$ cat src/shared/receive_descriptor_pointer_pkg.sv
// package: constants and types for the receive descriptor pointer block
// assumes a 32-bit plain register port and one 100 MHz core clock
//
// Contract
// - pointer holds descriptor address in bits 31:2
// - pointer follows engine along descriptor list
// - null link leaves pointer on current descriptor
// - receive enable strobe rereads current link field
// - zero pointer plus enable enters silent mode
// - silent mode buffers frames, performs no DMA
// - valid pointer plus enable drains buffered frames
// - pointer is 32-bit read/write, reset clears
package receive_descriptor_pointer_pkg;
  localparam int          ADDR_W        = 8;
  localparam int          DATA_W        = 32;
  localparam int          FIFO_DEPTH    = 16;
  // register offsets (byte addresses)
  localparam logic [7:0]  OFF_CMD       = 8'h04;   // command: receive enable strobe
  localparam logic [7:0]  OFF_RECEIVE_DESCRIPTOR_POINTER      = 8'h30;   // receive descriptor pointer
  localparam logic [7:0]  OFF_STATUS    = 8'h3C;   // engine status
  localparam logic [7:0]  OFF_LINK      = 8'h40;   // link word of fetched descriptor
  // field layout
  localparam int          CMD_RXE_BIT   = 2;
  localparam logic [31:0] PTR_MASK      = 32'hFFFF_FFFC;
  localparam logic [31:0] PTR_RESET     = 32'h0000_0000;
  localparam logic [31:0] NULL_LINK     = 32'h0000_0000;
  localparam int          ST_IDLE_BIT   = 0;
  localparam int          ST_ACTIVE_BIT = 1;
  localparam int          ST_WAIT_BIT   = 2;
  localparam int          ST_SILENT_BIT = 3;
  localparam int          ST_LEVEL_LSB  = 8;
  // receive engine states, one-hot
  typedef enum logic [4:0] {
    RECEIVE_DESCRIPTOR_POINTER_IDLE   = 5'h01,
    RECEIVE_DESCRIPTOR_POINTER_FETCH  = 5'h02,
    RECEIVE_DESCRIPTOR_POINTER_MOVE   = 5'h04,
    RECEIVE_DESCRIPTOR_POINTER_WAIT   = 5'h08,
    RECEIVE_DESCRIPTOR_POINTER_SILENT = 5'h10
  } receive_descriptor_pointer_state_t;
endpackage : receive_descriptor_pointer_pkg

$ cat src/hdl/receive_descriptor_pointer_fifo.sv
// module: receive data fifo, flip-flop storage, valid/ready both sides
// assumes a single clock and asynchronous active-high reset
`timescale 1ns/1ps
module receive_descriptor_pointer_fifo #(
  parameter int WIDTH = 32,
  parameter int DEPTH = 16
) (
  input  wire logic             sys_clk_i,
  input  wire logic             sys_rst_i,
  input  wire logic [WIDTH-1:0] in_data_i,
  input  wire logic             in_valid_i,
  output logic                  in_ready_o,
  output logic [WIDTH-1:0]      out_data_o,
  output logic                  out_valid_o,
  input  wire logic             out_ready_i,
  output logic [$clog2(DEPTH):0] level_o
);
  localparam int AW = $clog2(DEPTH);
  logic [WIDTH-1:0] mem [DEPTH];      // storage array
  logic [AW-1:0]    wr_ptr;           // write index
  logic [AW-1:0]    rd_ptr;           // read index
  logic [AW:0]      count;            // words held
  wire              push = in_valid_i && in_ready_o;
  wire              pop  = out_valid_o && out_ready_i;
  // occupancy after this edge; ready is registered from it so the
  // stream source sees a flop output, not a path through the compare
  wire [AW:0]       next_count = count + {{AW{1'b0}}, push} - {{AW{1'b0}}, pop};
  assign out_valid_o = (count != '0);
  assign out_data_o  = mem[rd_ptr];
  assign level_o     = count;
  // pointers and count
  always_ff @(posedge sys_clk_i or posedge sys_rst_i) begin
    if (sys_rst_i) begin
      wr_ptr <= '0;
      rd_ptr <= '0;
      count  <= '0;
      // empty after reset, so ready stands high
      in_ready_o <= 1'b1;
    end else begin
      if (push) wr_ptr <= wr_ptr + 1'b1;
      if (pop)  rd_ptr <= rd_ptr + 1'b1;
      count      <= next_count;
      in_ready_o <= (next_count != DEPTH[AW:0]);
    end
  end
  // storage, no reset needed on data
  always_ff @(posedge sys_clk_i) begin
    if (push) mem[wr_ptr] <= in_data_i;
  end
endmodule : receive_descriptor_pointer_fifo

$ cat src/hdl/receive_descriptor_pointer_top.sv
// module: receive descriptor pointer logic with its data fifo
// assumes: plain register port, a memory-side read/write master port with
// one-cycle grant handshake (dma_req/dma_ack), incoming frame words on a stream
`timescale 1ns/1ps
module receive_descriptor_pointer_top (
  input  wire logic        sys_clk_i,
  input  wire logic        sys_rst_i,
  // register port
  input  wire logic [7:0]  reg_addr_i,
  input  wire logic [31:0] reg_wdata_i,
  input  wire logic        reg_wr_i,
  input  wire logic        reg_rd_i,
  output logic      [31:0] reg_rdata_o,
  // incoming frame words
  input  wire logic [31:0] frame_data_i,
  input  wire logic        frame_valid_i,
  input  wire logic        frame_last_i,
  output logic             frame_ready_o,
  // memory master: read of link word or write of data word
  output logic             dma_req_o,
  output logic             dma_write_o,
  output logic      [31:0] dma_addr_o,
  output logic      [31:0] dma_wdata_o,
  input  wire logic        dma_ack_i,
  input  wire logic [31:0] dma_rdata_i,
  // engine state for observers
  output logic             silent_mode_o
);
  receive_descriptor_pointer_pkg::receive_descriptor_pointer_state_t state;           // engine state
  receive_descriptor_pointer_pkg::receive_descriptor_pointer_state_t next_state;      // engine next state
  logic [31:0]           rx_descriptor_pointer; // current descriptor address
  logic [31:0]           link_word;       // last fetched link
  logic [31:0]           rdata;           // read data register
  logic                  req;             // memory request flag
  logic                  wr_kind;         // request is a data write
  logic [31:0]           addr;            // request address
  logic [31:0]           wdata;           // request data
  logic                  silent;          // registered silent flag
  logic                  in_ready;        // fifo fill ready
  logic                  fifo_valid;      // fifo has data
  logic [32:0]           fifo_word;       // data plus last flag
  logic [4:0]            fifo_level;      // fifo occupancy

  // register decode
  wire wr_cmd   = reg_wr_i && (reg_addr_i == receive_descriptor_pointer_pkg::OFF_CMD);
  wire wr_ptr   = reg_wr_i && (reg_addr_i == receive_descriptor_pointer_pkg::OFF_RECEIVE_DESCRIPTOR_POINTER);
  wire rxe_hit  = wr_cmd && reg_wdata_i[receive_descriptor_pointer_pkg::CMD_RXE_BIT];
  wire is_idle  = (state == receive_descriptor_pointer_pkg::RECEIVE_DESCRIPTOR_POINTER_IDLE);
  wire ptr_null = (rx_descriptor_pointer == receive_descriptor_pointer_pkg::NULL_LINK);
  wire link_null = (dma_rdata_i == receive_descriptor_pointer_pkg::NULL_LINK);
  wire fifo_pop = (state == receive_descriptor_pointer_pkg::RECEIVE_DESCRIPTOR_POINTER_MOVE) && req && wr_kind && dma_ack_i;

  // read mux, unmapped reads return zero
  wire [31:0] status_word = {16'h0000, 3'h0, fifo_level,
                             4'h0, silent, (state == receive_descriptor_pointer_pkg::RECEIVE_DESCRIPTOR_POINTER_WAIT),
                             !is_idle, is_idle};
  wire [31:0] rd_mux =
    (reg_addr_i == receive_descriptor_pointer_pkg::OFF_RECEIVE_DESCRIPTOR_POINTER)   ? (rx_descriptor_pointer & receive_descriptor_pointer_pkg::PTR_MASK) :
    (reg_addr_i == receive_descriptor_pointer_pkg::OFF_STATUS) ? status_word :
    (reg_addr_i == receive_descriptor_pointer_pkg::OFF_LINK)   ? link_word : 32'h0000_0000;

  // data fifo; the frame source stalls on its ready
  receive_descriptor_pointer_fifo #(
    .WIDTH (33),
    .DEPTH (receive_descriptor_pointer_pkg::FIFO_DEPTH)
  ) u_fifo (
    .sys_clk_i   (sys_clk_i),
    .sys_rst_i   (sys_rst_i),
    .in_data_i   ({frame_last_i, frame_data_i}),
    .in_valid_i  (frame_valid_i),
    .in_ready_o  (in_ready),
    .out_data_o  (fifo_word),
    .out_valid_o (fifo_valid),
    .out_ready_i (fifo_pop),
    .level_o     (fifo_level)
  );

  // next-state logic
  always_comb begin
    next_state = state;
    unique case (state)
      receive_descriptor_pointer_pkg::RECEIVE_DESCRIPTOR_POINTER_IDLE: begin
        if (rxe_hit) next_state = ptr_null ? receive_descriptor_pointer_pkg::RECEIVE_DESCRIPTOR_POINTER_SILENT : receive_descriptor_pointer_pkg::RECEIVE_DESCRIPTOR_POINTER_MOVE;
      end
      receive_descriptor_pointer_pkg::RECEIVE_DESCRIPTOR_POINTER_SILENT: begin
        if (rxe_hit && !ptr_null) next_state = receive_descriptor_pointer_pkg::RECEIVE_DESCRIPTOR_POINTER_MOVE;
      end
      receive_descriptor_pointer_pkg::RECEIVE_DESCRIPTOR_POINTER_MOVE: begin
        // frame end moves on to the link fetch
        if (fifo_pop && fifo_word[32]) next_state = receive_descriptor_pointer_pkg::RECEIVE_DESCRIPTOR_POINTER_FETCH;
      end
      receive_descriptor_pointer_pkg::RECEIVE_DESCRIPTOR_POINTER_FETCH: begin
        if (req && !wr_kind && dma_ack_i)
          next_state = link_null ? receive_descriptor_pointer_pkg::RECEIVE_DESCRIPTOR_POINTER_WAIT : receive_descriptor_pointer_pkg::RECEIVE_DESCRIPTOR_POINTER_MOVE;
      end
      receive_descriptor_pointer_pkg::RECEIVE_DESCRIPTOR_POINTER_WAIT: begin
        if (rxe_hit) next_state = receive_descriptor_pointer_pkg::RECEIVE_DESCRIPTOR_POINTER_FETCH;
      end
      default: next_state = receive_descriptor_pointer_pkg::RECEIVE_DESCRIPTOR_POINTER_IDLE;
    endcase
  end

  // state register
  always_ff @(posedge sys_clk_i or posedge sys_rst_i) begin
    if (sys_rst_i) state <= receive_descriptor_pointer_pkg::RECEIVE_DESCRIPTOR_POINTER_IDLE;
    else           state <= next_state;
  end

  // pointer register
  always_ff @(posedge sys_clk_i or posedge sys_rst_i) begin
    if (sys_rst_i) begin
      rx_descriptor_pointer <= receive_descriptor_pointer_pkg::PTR_RESET;
    end else if (wr_ptr) begin
      rx_descriptor_pointer <= reg_wdata_i & receive_descriptor_pointer_pkg::PTR_MASK;
    end else if (state == receive_descriptor_pointer_pkg::RECEIVE_DESCRIPTOR_POINTER_FETCH && req && !wr_kind && dma_ack_i
                 && !link_null) begin
      rx_descriptor_pointer <= dma_rdata_i & receive_descriptor_pointer_pkg::PTR_MASK;
    end
  end

  // fetched link capture
  always_ff @(posedge sys_clk_i or posedge sys_rst_i) begin
    if (sys_rst_i) link_word <= 32'h0000_0000;
    else if (req && !wr_kind && dma_ack_i) link_word <= dma_rdata_i;
  end

  // memory request: one at a time, dropped on ack
  wire start_rd = (state == receive_descriptor_pointer_pkg::RECEIVE_DESCRIPTOR_POINTER_FETCH) && !req;
  // data writes only in move state, never in silent
  wire start_wr = (state == receive_descriptor_pointer_pkg::RECEIVE_DESCRIPTOR_POINTER_MOVE) && !req && fifo_valid;
  always_ff @(posedge sys_clk_i or posedge sys_rst_i) begin
    if (sys_rst_i) begin
      req     <= 1'b0;
      wr_kind <= 1'b0;
      addr    <= 32'h0000_0000;
      wdata   <= 32'h0000_0000;
    end else if (req) begin
      if (dma_ack_i) req <= 1'b0;
    end else if (start_rd || start_wr) begin
      req     <= 1'b1;
      wr_kind <= start_wr;
      addr    <= rx_descriptor_pointer;  // simplified: buffer addressed via descriptor
      wdata   <= fifo_word[31:0];
    end
  end

  // register read data and silent flag
  always_ff @(posedge sys_clk_i or posedge sys_rst_i) begin
    if (sys_rst_i) begin
      rdata  <= 32'h0000_0000;
      silent <= 1'b0;
    end else begin
      rdata  <= reg_rd_i ? rd_mux : 32'h0000_0000;
      silent <= (next_state == receive_descriptor_pointer_pkg::RECEIVE_DESCRIPTOR_POINTER_SILENT);
    end
  end

  assign reg_rdata_o   = rdata;
  assign frame_ready_o = in_ready;
  assign dma_req_o     = req;
  assign dma_write_o   = wr_kind;
  assign dma_addr_o    = addr;
  assign dma_wdata_o   = wdata;
  assign silent_mode_o = silent;
endmodule : receive_descriptor_pointer_top

$ cat config.mk
export PLATFORM = sky130hd
export DESIGN_NAME = receive_descriptor_pointer_top
export DESIGN_NICKNAME = d
export VERILOG_FILES = /design/src/shared/receive_descriptor_pointer_pkg.sv /design/src/hdl/receive_descriptor_pointer_fifo.sv /design/src/hdl/receive_descriptor_pointer_top.sv
export SDC_FILE = /design/constraint.sdc
export NUM_CORES = 1
export LEC_CHECK = 0
export ABC_AREA = 1
export BUFFER_PORTS_ARGS = -buffer_cell sky130_fd_sc_hd__clkbuf_2
export CAP_MARGIN = 10
export CORE_UTILIZATION = 35
export CTS_CLUSTER_SIZE = 16
export DETAILED_ROUTE_END_ITERATION = 16
export GPL_ROUTABILITY_DRIVEN = 0
export PLACE_DENSITY = 0.5
export SLEW_MARGIN = 20
export SYNTH_ARGS = -nofsm -noshare
export SYNTH_HDL_FRONTEND = slang
export SYNTH_HIERARCHICAL = 1
export SYNTH_SLANG_ARGS = --single-unit
$ cat constraint.sdc
create_clock -name sys_clk_i -period 4.25 [get_ports sys_clk_i]
set_input_delay 0.2125 -clock sys_clk_i [delete_from_list [all_inputs] [get_ports sys_clk_i]]
set_output_delay 0.2125 -clock sys_clk_i [all_outputs]
set_load 0.05 [all_outputs]
==> flow_metrics.tcl, run 1 <==
set metrics [dict create \
    worstSetupStartpointType "flip-flop" \
    slew_violations 0 \
    finClkSkew_ns 0.0263 \
    final_antenna_net_count 0 \
    pin_count 211 \
    start_util_pct 35.5 \
    dieArea_mm2 0.0896 \
    fillCellCount 8549 \
    die_w_um 299 \
    seqCellArea_mm2 0.0203 \
    finalCriticalPeriod_ns 2.74 \
    grt_pass1_vias 20758 \
    fmaxAchievable_mhz 365 \
    pwr_density_cell_mw_per_mm2 452 \
    synth_area_leaders "edfxtp_1 (51%), dfrtp_1 (14%), nand2_1 (13%)" \
    cts_resized 0 \
    p_leak_nw 16.5 \
    gr-total-overflow 0 \
    drt-wirelength-per-cell_um 18.4 \
    final.period_utilization_pct 64.5 \
    synth-seq-cells 706 \
    num_antenna_cells 0 \
    dr.max_layer_used "met5" \
    die_h_um 299 \
    drv_cap 0 \
    port_buffers 206 \
    status "completed" \
    max_slew.worst_pin.slew_ns 1.04 \
    synthTopCellsByCount "nand2_1 (1110), nand3_1 (546), edfxtp_1 (528)" \
    drc 0 \
    dr_wl_met3_um 3500 \
    dr_wl_met2_um 41300 \
    drtIter0Drc 1304 \
    arrival_ns 3.05 \
    cts_inserted_buffers 80 \
    multi_input_area_mm2 0.00797 \
    dr.pass1.iters 5 \
    grt_max_degree 139 \
    avgSynthCellArea_um2 9.81 \
    fin_tns_setup_ns 0 \
    wl_met1_um 38900 \
    cts_sinks 706 \
    synth-main-ff-cell "edfxtp_1" \
    yosys_warnings 6 \
    synth.most_common_cell "nand2_1" \
    routed_wl_um 85300 \
    hold_ws_ns 0.0250 \
    hold_path_class "in -> reg" \
    rows 108 \
    num-nets-final 3529 \
    peakVddDrop_v 0.000286 \
    cts-htree-levels 3 \
    via_per_inst 4.68 \
    ys_types 32 \
    antenna_found_initial 4 \
    syn_inst 3156 \
    cts-root-buf "clkbuf_16" \
    utilization_pct 41.7 \
    synth_async_sr_flop_share_pct 25.2 \
    required_ns 4.56 \
    synth_edf_count 528 \
    grt_first_pass_wirelength_um 130000 \
    clk_path_buf_depth 3 \
    path_clk_slew_ns 0.06 \
    core_area_mm2 0.0872 \
    yosysSeqAreaShare_pct 65.6 \
    cts_tree "built" \
    syn_to_final_growth_pct 17.4 \
    rsz0062_at_grt "false" \
    endpoint_kind "flip-flop" \
    netlist.area_leader.share_pct 51.2 \
    synth_area_mm2 0.0310 \
    clk_latency_ns 0.62 \
    dp_hpwl_um 46500 \
    grtUsageTotal_pct 19.1 \
    cp_max_fo 20 \
    slew-limit-headroom_pct 30.5 \
    yosysTopAreaCell "edfxtp_1" \
    r2r_slack_ns 1.51 \
    finalHoldViolations 0 \
    setup_violations 0 \
    drive_gt1_share_pct 11.6 \
    vias 21651 \
    criticalPathCategory "reg -> reg" \
]
## layout by cell type, fill, tap and decap left out, types with 11 or more instances in the layout
cell type / count
nand2_1: 1110
nand3_1: 546
edfxtp_1: 528
inv_1: 456
clkbuf_2: 206
dfrtp_1: 172
clkbuf_16: 83
dlygate4sd3_1: 79
nor2_1: 45
buf_4: 34
o21ai_0: 30
a21oi_1: 29
nor2_4: 19
clkbuf_1: 18
clkinv_2: 16
clkinv_1: 16
buf_12: 14
ha_1: 11
## flip-flops by register name (all words and copies together), names as in the netlist
name / cells
dma_addr_o: 30
dma_req_o: 1
dma_wdata_o: 32
dma_write_o: 1
link_word: 32
reg_rdata_o: 32
rx_descriptor_pointer: 30
silent_mode_o: 1
state: 5
u_fifo/in_ready_o: 1
u_fifo/level_o: 5
u_fifo/mem: 528
u_fifo/rd_ptr: 4
u_fifo/wr_ptr: 4
## timing repair
| action | in CTS | in global routing |
|---|---|---|
| hold endpoints to repair | 270 | 0 |
| setup buffers | 0 | 0 |
| hold buffers | 79 | 0 |
| setup endpoints to repair | 0 | 0 |
## path summary, 6_finish.rpt
kind	cells after the start	endpoint	from
min in group asynchronous	3	dma_wdata_o[28]$_DFFE_PP0P_	sys_rst_i
hold reg to reg	2	link_word[17]$_DFFE_PP0P_	link_word[17]$_DFFE_PP0P_
hold / removal	1	u_fifo/mem[4][3]$_DFFE_PP_	frame_data_i[3]
max in group asynchronous	4	rx_descriptor_pointer[19]$_DFFE_PP0P_	sys_rst_i
setup reg to reg	5	u_fifo/mem[3][19]$_DFFE_PP_	u_fifo/in_ready_o$_DFF_PP1_
setup / recovery	5	u_fifo/mem[3][19]$_DFFE_PP_	u_fifo/in_ready_o$_DFF_PP1_
## metal layers
layer	vias to the layer above	track usage, %
li1	10632	-
met1	10474	26.1
met2	434	31.9
met3	105	2.60
met4	6	4.93
met5	-	0
## layout make-up
class / count / area share (%)
well taps: 1155 / 3.98
flip-flops and latches: 706 / 55.9
clock buffers: 106 / 6.09
repair buffers: 333 / 6.49
clock inverters: 39 / 0.761
multi-input cells: 1822 / 21.9
inverters: 463 / 4.82
## critical path: stages (launching register included)
cell and delay (ns):
dfstp_2 0.52, nand2_1 0.19, inv_1 0.21, nand2_1 0.28, nor2_4 0.86, buf_4 0.35
## through the flow
step                      total power [mW]  setup WS, ns  cell area (um^2)  std cells
after floorplan                       9.20          1.30             31000       3157
after global placement                9.91          1.46             33100       4400
after detailed placement              9.93          1.46             33100       4400
after CTS                             16.6          1.45             36300       4624
after global routing                  17.1          1.29             36300       4624
final                                 16.4          1.51             36300       4624
## cells by family (layout without fill, tap and decap cells)
| group | after synthesis | after routing | synth area share, % |
|---|---|---|---|
| AOI/OAI and AO/OA | 64 | 64 | 1.07 |
| other | 1 | 2 | 0.0121 |
| xor gates and xnor gates | 7 | 7 | 0.198 |
| buffers and inverters | 629 | 941 | 9.07 |
| and+or+nand+nor | 1737 | 1737 | 23.5 |
| DFF | 706 | 706 | 65.6 |
| adders and majority gates | 12 | 12 | 0.509 |
## power by group
| group | total, mW | switching, mW | internal (mW) | leakage [nW] |
|---|---|---|---|---|
| Sequential | 8.26 | 0.179 | 8.08 | 7.14 |
| Combinational | 1.56 | 1.12 | 0.434 | 8.13 |
| Clock | 6.59 | 2.75 | 3.84 | 1.23 |
(Power assumes the default switching activity.)
==> run 2: changes to the inputs <==
--- a/config.mk
+++ b/config.mk
@@ -5,14 +5,14 @@
 export SDC_FILE = /design/constraint.sdc
 export NUM_CORES = 1
 export LEC_CHECK = 0
-export ABC_AREA = 1
+export ABC_AREA = 0
 export BUFFER_PORTS_ARGS = -buffer_cell sky130_fd_sc_hd__clkbuf_2
 export CAP_MARGIN = 10
 export CORE_UTILIZATION = 35
 export CTS_CLUSTER_SIZE = 16
 export DETAILED_ROUTE_END_ITERATION = 16
 export GPL_ROUTABILITY_DRIVEN = 0
-export PLACE_DENSITY = 0.5
+export PLACE_DENSITY = 0.48
 export SLEW_MARGIN = 20
 export SYNTH_ARGS = -nofsm -noshare
 export SYNTH_HDL_FRONTEND = slang
==> constraint.sdc (replaced) <==
create_clock -name sys_clk_i -period 2.8 [get_ports sys_clk_i]
set_input_delay 0.14 -clock sys_clk_i [delete_from_list [all_inputs] [get_ports sys_clk_i]]
set_output_delay 0.14 -clock sys_clk_i [all_outputs]
set_load 0.05 [all_outputs]
==> run 2 against run 1 <==
Sequential power is 51% higher; count of clock-buffer cells in the layout is 3 higher; critical path type unchanged; highest routed layer unchanged; clock skew is 0.0055 ns lower; final cell count is 37% lower; total power is 50% higher; synthesized cell count is 54% lower; critical path depth is 7 higher; sequential share of layout area is 3.8 points higher; first-iteration DRC count is 25% lower; worst hold slack better by 0.041 ns; flip-flop and latch count stayed put.
==> flow_metrics.tcl, run 2 <==
set metrics [dict create \
    clk_latency_ns 0.62 \
    synthTopCellsByCount "edfxtp_1 (528), dfrtp_1 (176), mux4_2 (132)" \
    fillCellCount 6887 \
    synth-seq-cells 706 \
    synth-main-ff-cell "edfxtp_1" \
    r2r_cells 12 \
    p_switching_mw 5.86 \
    drc 0 \
    peakVddDrop_v 0.000507 \
    swShare_pct 23.8 \
    synth_mux_area_share_pct 15.5 \
    grtUsageTotal_pct 18.2 \
    synth_top_family_by_area "multiplexers" \
    p_comb_share_pct 9.3 \
    final_antenna_net_count 0 \
    routed_wl_um 73100 \
    yosysSeqAreaShare_pct 73.3 \
    endpoint_kind "flip-flop" \
    required_ns 3.33 \
    rsz0062_at_grt "false" \
    gr-total-overflow 0 \
    pin_count 211 \
    die_h_um 283 \
    cts_tree "built" \
    fin_tns_setup_ns 0 \
    postCtsSetupRepairBufs 0 \
    cp_max_fo 2 \
    largest_register_ffs 528 \
    hold_ws_ns 0.0664 \
    ys_types 54 \
    drive_gt1_share_pct 33.7 \
    synth_area_mm2 0.0277 \
    cts-htree-levels 3 \
    top_register "u_fifo/mem" \
    die_w_um 283 \
    final.period_utilization_pct 96.5 \
    grt_pass1_vias 16023 \
    pwr_density_cell_mw_per_mm2 723 \
    cts_inserted_buffers 79 \
    setup_violations 0 \
    avgSynthCellArea_um2 19.0 \
    syn_to_final_growth_pct 22.8 \
    utilization_pct 43.7 \
    yosys_warnings 6 \
    synth_area_leaders "edfxtp_1 (57%), dfrtp_1 (16%), mux4_2 (11%)" \
    slew_violations 0 \
    synth-xor-area-share_pct 0.380 \
    grt_max_degree 126 \
    power.internal_mw 18.7 \
    num-nets-final 1954 \
    finalCriticalPeriod_ns 2.70 \
    worstSetupStartpointType "flip-flop" \
    clk_path_buf_depth 3 \
    place_area_mm2 0.0305 \
    cts_sinks 706 \
    vias 15185 \
    clkPwrFrac_pct 40.0 \
    layout_common_cells "edfxtp_1 (528), clkbuf_2 (206), dfrtp_1 (174), mux4_2 (132), dlygate4sd3_1 (103)" \
    dr.pass1.iters 5 \
    drv_cap 0 \
    synth_compound_area_share_pct 3.92 \
    antenna_found_initial 5 \
    drtIter0Drc 979 \
    drt-wirelength-per-cell_um 24.9 \
    start_util_pct 35.6 \
    path_clk_slew_ns 0.06 \
    netlist.area_leader.share_pct 57.3 \
    max_slew.worst_pin.slew_ns 0.858 \
    arrival_ns 3.23 \
    dieArea_mm2 0.0803 \
    synth_edf_count 528 \
    min_path_cells 4 \
    finalHoldViolations 0 \
    core_area_mm2 0.0778 \
    fmaxAchievable_mhz 370 \
    seqPwrFrac_pct 50.7 \
    final_area_mm2 0.0340 \
    criticalPathCategory "reg -> reg" \
    status "completed" \
    yosysTopAreaCell "edfxtp_1" \
    p_leak_nw 12.5 \
    synthSimpleGateAreaFrac_pct 4.39 \
    synth_fa_ha_area_share_pct 0.569 \
    syn_inst 1458 \
    synth.most_common_cell "edfxtp_1" \
    hold_path_class "in -> reg" \
    port_buffers 206 \
    synth_async_sr_flop_share_pct 25.2 \
    via_per_inst 5.17 \
    power.total_mw 24.6 \
    cts-root-buf "clkbuf_16" \
    slew-limit-headroom_pct 42.8 \
    grt_first_pass_wirelength_um 109000 \
    final_common_cell "edfxtp_1" \
    dp_hpwl_um 42800 \
    finClkSkew_ns 0.0208 \
    rows 102 \
]
## run 2: final cells by class
class	count	area, um^2	area share [%]
sequential	706	20300	59.7
clock buffer	109	2210	6.50
inverter	14	56.3	0.166
clock inverter	35	265	0.780
timing repair buffer	378	2930	8.61
tap	1040	1300	3.83
multi-input combinational	652	6930	20.4
antenna	1	2.50	0.00736
## run 2: final timing paths
kind | from | endpoint | slack [ns]
hold / removal | reg_addr_i[2] | state[3]$_DFF_PP0_ | 0.07
hold reg to reg | dma_wdata_o[2]$_DFFE_PP0P_ | dma_wdata_o[2]$_DFFE_PP0P_ | 0.49
setup / recovery | u_fifo/level_o[2]$_DFF_PP0_ | u_fifo/in_ready_o$_DFF_PP1_ | 0.1
min in group asynchronous | sys_rst_i | u_fifo/level_o[4]$_DFF_PP0_ | 0.18
setup reg to reg | u_fifo/level_o[2]$_DFF_PP0_ | u_fifo/in_ready_o$_DFF_PP1_ | 0.1
max in group asynchronous | sys_rst_i | dma_wdata_o[8]$_DFFE_PP0P_ | 1.85
## run 2: worst max-delay path, stage by stage, from the launching register on
cell	delay, ns
dfrtp_1	0.39
inv_2	0.07
ha_1	0.12
or4b_4	0.45
and2_4	0.18
ha_1	0.26
inv_1	0.04
ha_1	0.20
fa_2	0.36
a21oi_2	0.13
o21bai_1	0.09
xnor2_1	0.23
nand3b_1	0.11
## run 2: logic make-up (layout without fill, tap and decap cells)
family	count (synthesis)	count (layout)
DFF	706	706
muxes	252	252
and+or+nand+nor	218	218
AOI/OAI and AO/OA	156	156
buffers and inverters	101	536
adders and majority gates	12	12
xor gates and xnor gates	12	12
other	1	3
## run 2: through the flow
stage / cells / setup WS [ns]
5_1_grt: 2935 / 0.00305
4_1_cts: 2934 / 0.0349
3_5_place_dp: 2687 / -0.0558
2_1_floorplan: 1459 / 0.0254
3_3_place_gp: 2687 / 0.00409
6_report: 2935 / 0.0975
## run 2: power by group through the flow
| stage | combinational [mW] | clock (mW) | sequential (mW) |
|---|---|---|---|
| after floorplan | 1.01 | 0 | 12.6 |
| after global placement | 2.18 | 0 | 12.6 |
| after detailed placement | 2.21 | 0 | 12.7 |
| after CTS | 2.35 | 10.1 | 12.5 |
| after global routing | 2.47 | 10.5 | 12.5 |
| final | 2.29 | 9.83 | 12.5 |
## run 2: per-layer routing
layer  up-vias  part of all wire (%)  GRT usage [%]
li1       6598                     -              -
met1      8094                    45           25.3
met2       392                    48           29.7
met3        97                   4.4           3.36
met4         4                   1.9           4.38
met5         -                 0.036              0
## run 2: timing repair
item	4_1_cts	5_1_grt
setup endpoints to repair	1	1
gates resized for setup	2	4
gates cloned	0	0
pin swaps	2	2
hold buffers	103	0
hold endpoints to repair	772	0
==> run 3: changes to the inputs <==
--- a/config.mk
+++ b/config.mk
@@ -16,5 +16,4 @@
 export SLEW_MARGIN = 20
 export SYNTH_ARGS = -nofsm -noshare
 export SYNTH_HDL_FRONTEND = slang
-export SYNTH_HIERARCHICAL = 1
 export SYNTH_SLANG_ARGS = --single-unit
==> run 3 against run 2 <==
Worst setup slack better by 0.023 ns; final cell count is 1.8% higher; routed wire length is 2.2% lower; first-iteration DRC count is 14% higher; critical endpoint is now rx_descriptor_pointer[27]$_DFFE_PP0P_.
==> flow_metrics.tcl, run 3 <==
set metrics [dict create \
    cts_inserted_buffers 78 \
    criticalPathCategory "in -> reg" \
    synth_area_mm2 0.0276 \
    cts_tree "built" \
    grt_pass1_vias 16060 \
    cts-htree-levels 3 \
    dieArea_mm2 0.0800 \
    port_buffers 206 \
    drc 0 \
    pin_count 211 \
    largest_register_ffs 528 \
    clk_path_buf_depth 3 \
    reg2reg_from "u_fifo.level_o[3]$_DFF_PP0_" \
    drv_cap 0 \
    worstSetupStartpointType "input port" \
    die_h_um 283 \
    synth_async_sr_flop_share_pct 25.2 \
    clk_latency_ns 0.63 \
    top_register "u_fifo.mem" \
    syn_to_final_growth_pct 24.8 \
    pwr_density_cell_mw_per_mm2 747 \
    finalCriticalPeriod_ns 2.68 \
    grtUsageTotal_pct 18.1 \
    peakVddDrop_v 0.000501 \
    synth_area_leaders "edfxtp_1 (57%), dfrtp_1 (16%), mux4_2 (8.5%)" \
    p_leak_nw 12.9 \
    max_slew.worst_pin.slew_ns 0.684 \
    final.period_utilization_pct 95.7 \
    synth.most_common_cell "edfxtp_1" \
    slew_violations 0 \
    max_stage_delay_ns 0.60 \
    ys_types 52 \
    grt_max_degree 77 \
    path_clk_slew_ns 0.06 \
    finalHoldViolations 0 \
    endpoint_kind "flip-flop" \
    vias 15300 \
    die_w_um 283 \
    place_ws_ns 0.0853 \
    cp_num_buf_inv 4 \
    fmaxAchievable_mhz 373 \
    path_delay_family "buffers and inverters" \
    dr.pass1.iters 5 \
    routed_wl_um 71500 \
    rsz0062_at_grt "true" \
    antenna_found_initial 5 \
    rows 102 \
    required_ns 3.31 \
    grt_first_pass_wirelength_um 106000 \
    path_cells "dlygate4sd3_1, clkbuf_2, nor4_1, nand4_1, o21ai_4, buf_12, mux2i_1, a21oi_1, dlygate4sd3_1" \
    synthTopCellsByCount "edfxtp_1 (528), dfrtp_1 (176), mux4_2 (104)" \
    drive_gt1_share_pct 30.8 \
    dp_hpwl_um 42300 \
    yosysSeqAreaShare_pct 73.6 \
    layout_common_cells "edfxtp_1 (528), clkbuf_2 (206), dfrtp_1 (172), dlygate4sd3_1 (126), mux4_2 (104)" \
    final_antenna_net_count 0 \
    start_util_pct 35.5 \
    synth_edf_count 528 \
    avgSynthCellArea_um2 18.5 \
    via_per_inst 5.12 \
    slew-limit-headroom_pct 54.4 \
    crit_top_cell "dlygate4sd3_1" \
    final_area_mm2 0.0345 \
    startpoint "dma_rdata_i[10]" \
    arrival_ns 3.19 \
    final_common_cell "edfxtp_1" \
    syn_inst 1496 \
    status "completed" \
    cts-root-buf "clkbuf_16" \
    netlist.area_leader.share_pct 57.4 \
    hold_path_class "in -> reg" \
    drt-wirelength-per-cell_um 23.9 \
    drtIter0Drc 1119 \
    place_area_mm2 0.0305 \
    setup_violations 0 \
    cp_max_fo 30 \
    cts_sinks 706 \
    layout_setup_ws_ns 0.120 \
    synth-main-ff-cell "edfxtp_1" \
    finClkSkew_ns 0.0374 \
    cp_slowest_cell "dlygate4sd3_1" \
    core_area_mm2 0.0777 \
    num-nets-final 2007 \
    min-delay-start "reg_addr_i[7]" \
    yosysTopAreaCell "edfxtp_1" \
    synth-seq-cells 706 \
    yosys_warnings 0 \
    gr-total-overflow 0 \
]
-- run 3: cell families (layout without fill, tap and decap cells) --
kind of cell	count (synthesis)	after routing	synth area share [%]
compound gates	238	238	5.83
mux	263	263	14.8
other cells	1	3	0.0136
simple gates	160	160	3.16
buf+inv	104	555	1.68
fa+ha+maj	12	12	0.571
flops	706	706	73.6
xor+xnor	12	12	0.381
-- run 3: timing repair --
| action | 4_1_cts | 5_1_grt |
|---|---|---|
| setup buffers | 0 | 0 |
| hold buffers | 126 | 0 |
| endpoints found under the setup margin | 0 | 23 |
| hold endpoints to repair | 678 | 0 |
| gates resized for setup | 0 | 4 |
-- run 3: per-stage QoR --
step                      cells  utilization, %  setup TNS (ns)  hold slack (ns)  power, mW
after global placement     2718            39.2               0            0.199       15.0
after floorplan            1497               -               0            0.236       13.9
after CTS                  2988            44.3               0           0.0400       26.1
after global routing       2989            44.3         -0.0608            0.101       26.7
after detailed placement   2718            39.2               0            0.199       15.1
final                      2989            44.3               0           0.0792       25.7
-- run 3: final timing paths --
kind                       slack [ns]                                    end  depth (start not counted)
setup / recovery                 0.12  rx_descriptor_pointer[27]$_DFFE_PP0P_                          9
hold / removal                   0.08                     state[1]$_DFF_PP0_                          4
setup reg to reg                 0.14            u_fifo.in_ready_o$_DFF_PP1_                         14
hold reg to reg                  0.48            dma_wdata_o[25]$_DFFE_PP0P_                          1
max in group asynchronous        1.85            u_fifo.in_ready_o$_DFF_PP1_                          4
min in group asynchronous        0.09  rx_descriptor_pointer[22]$_DFFE_PP0P_                          3
-- run 3: layer usage --
metal | vias to the layer above | share of wire [%] | global-route usage (%)
li1 | 6780 | - | -
met1 | 8075 | 45 | 24.7
met2 | 343 | 49 | 30.5
met3 | 94 | 4.2 | 3.15
met4 | 8 | 1.5 | 3.78
met5 | - | 0.064 | 0
-- run 3: final cells by class --
class / instances / area [um^2]
clock inverter: 39 / 562
inverter: 12 / 48.8
fill: 6769 / 43300
sequential: 706 / 20300
timing repair buffer: 399 / 3150
antenna: 1 / 2.50
clock buffer: 105 / 2160
tap: 1040 / 1300
multi-input combinational: 687 / 6920
-- run 3: worst reg2reg max path: cells and delay by family, from the launching register on --
family	cells	cell delay, ns
xor+xnor	1	0.16
buf+inv	2	0.11
fa+ha+maj	4	0.90
compound gates	1	0.12
flops	1	0.37
simple gates	6	0.91
-- run 3: report_power, final --
part | switching, mW | internal [mW] | total [mW]
logic | 1.43 | 0.924 | 2.36
clock network | 4.22 | 6.58 | 10.8
registers | 0.293 | 12.3 | 12.6
total | 5.95 | 19.8 | 25.7
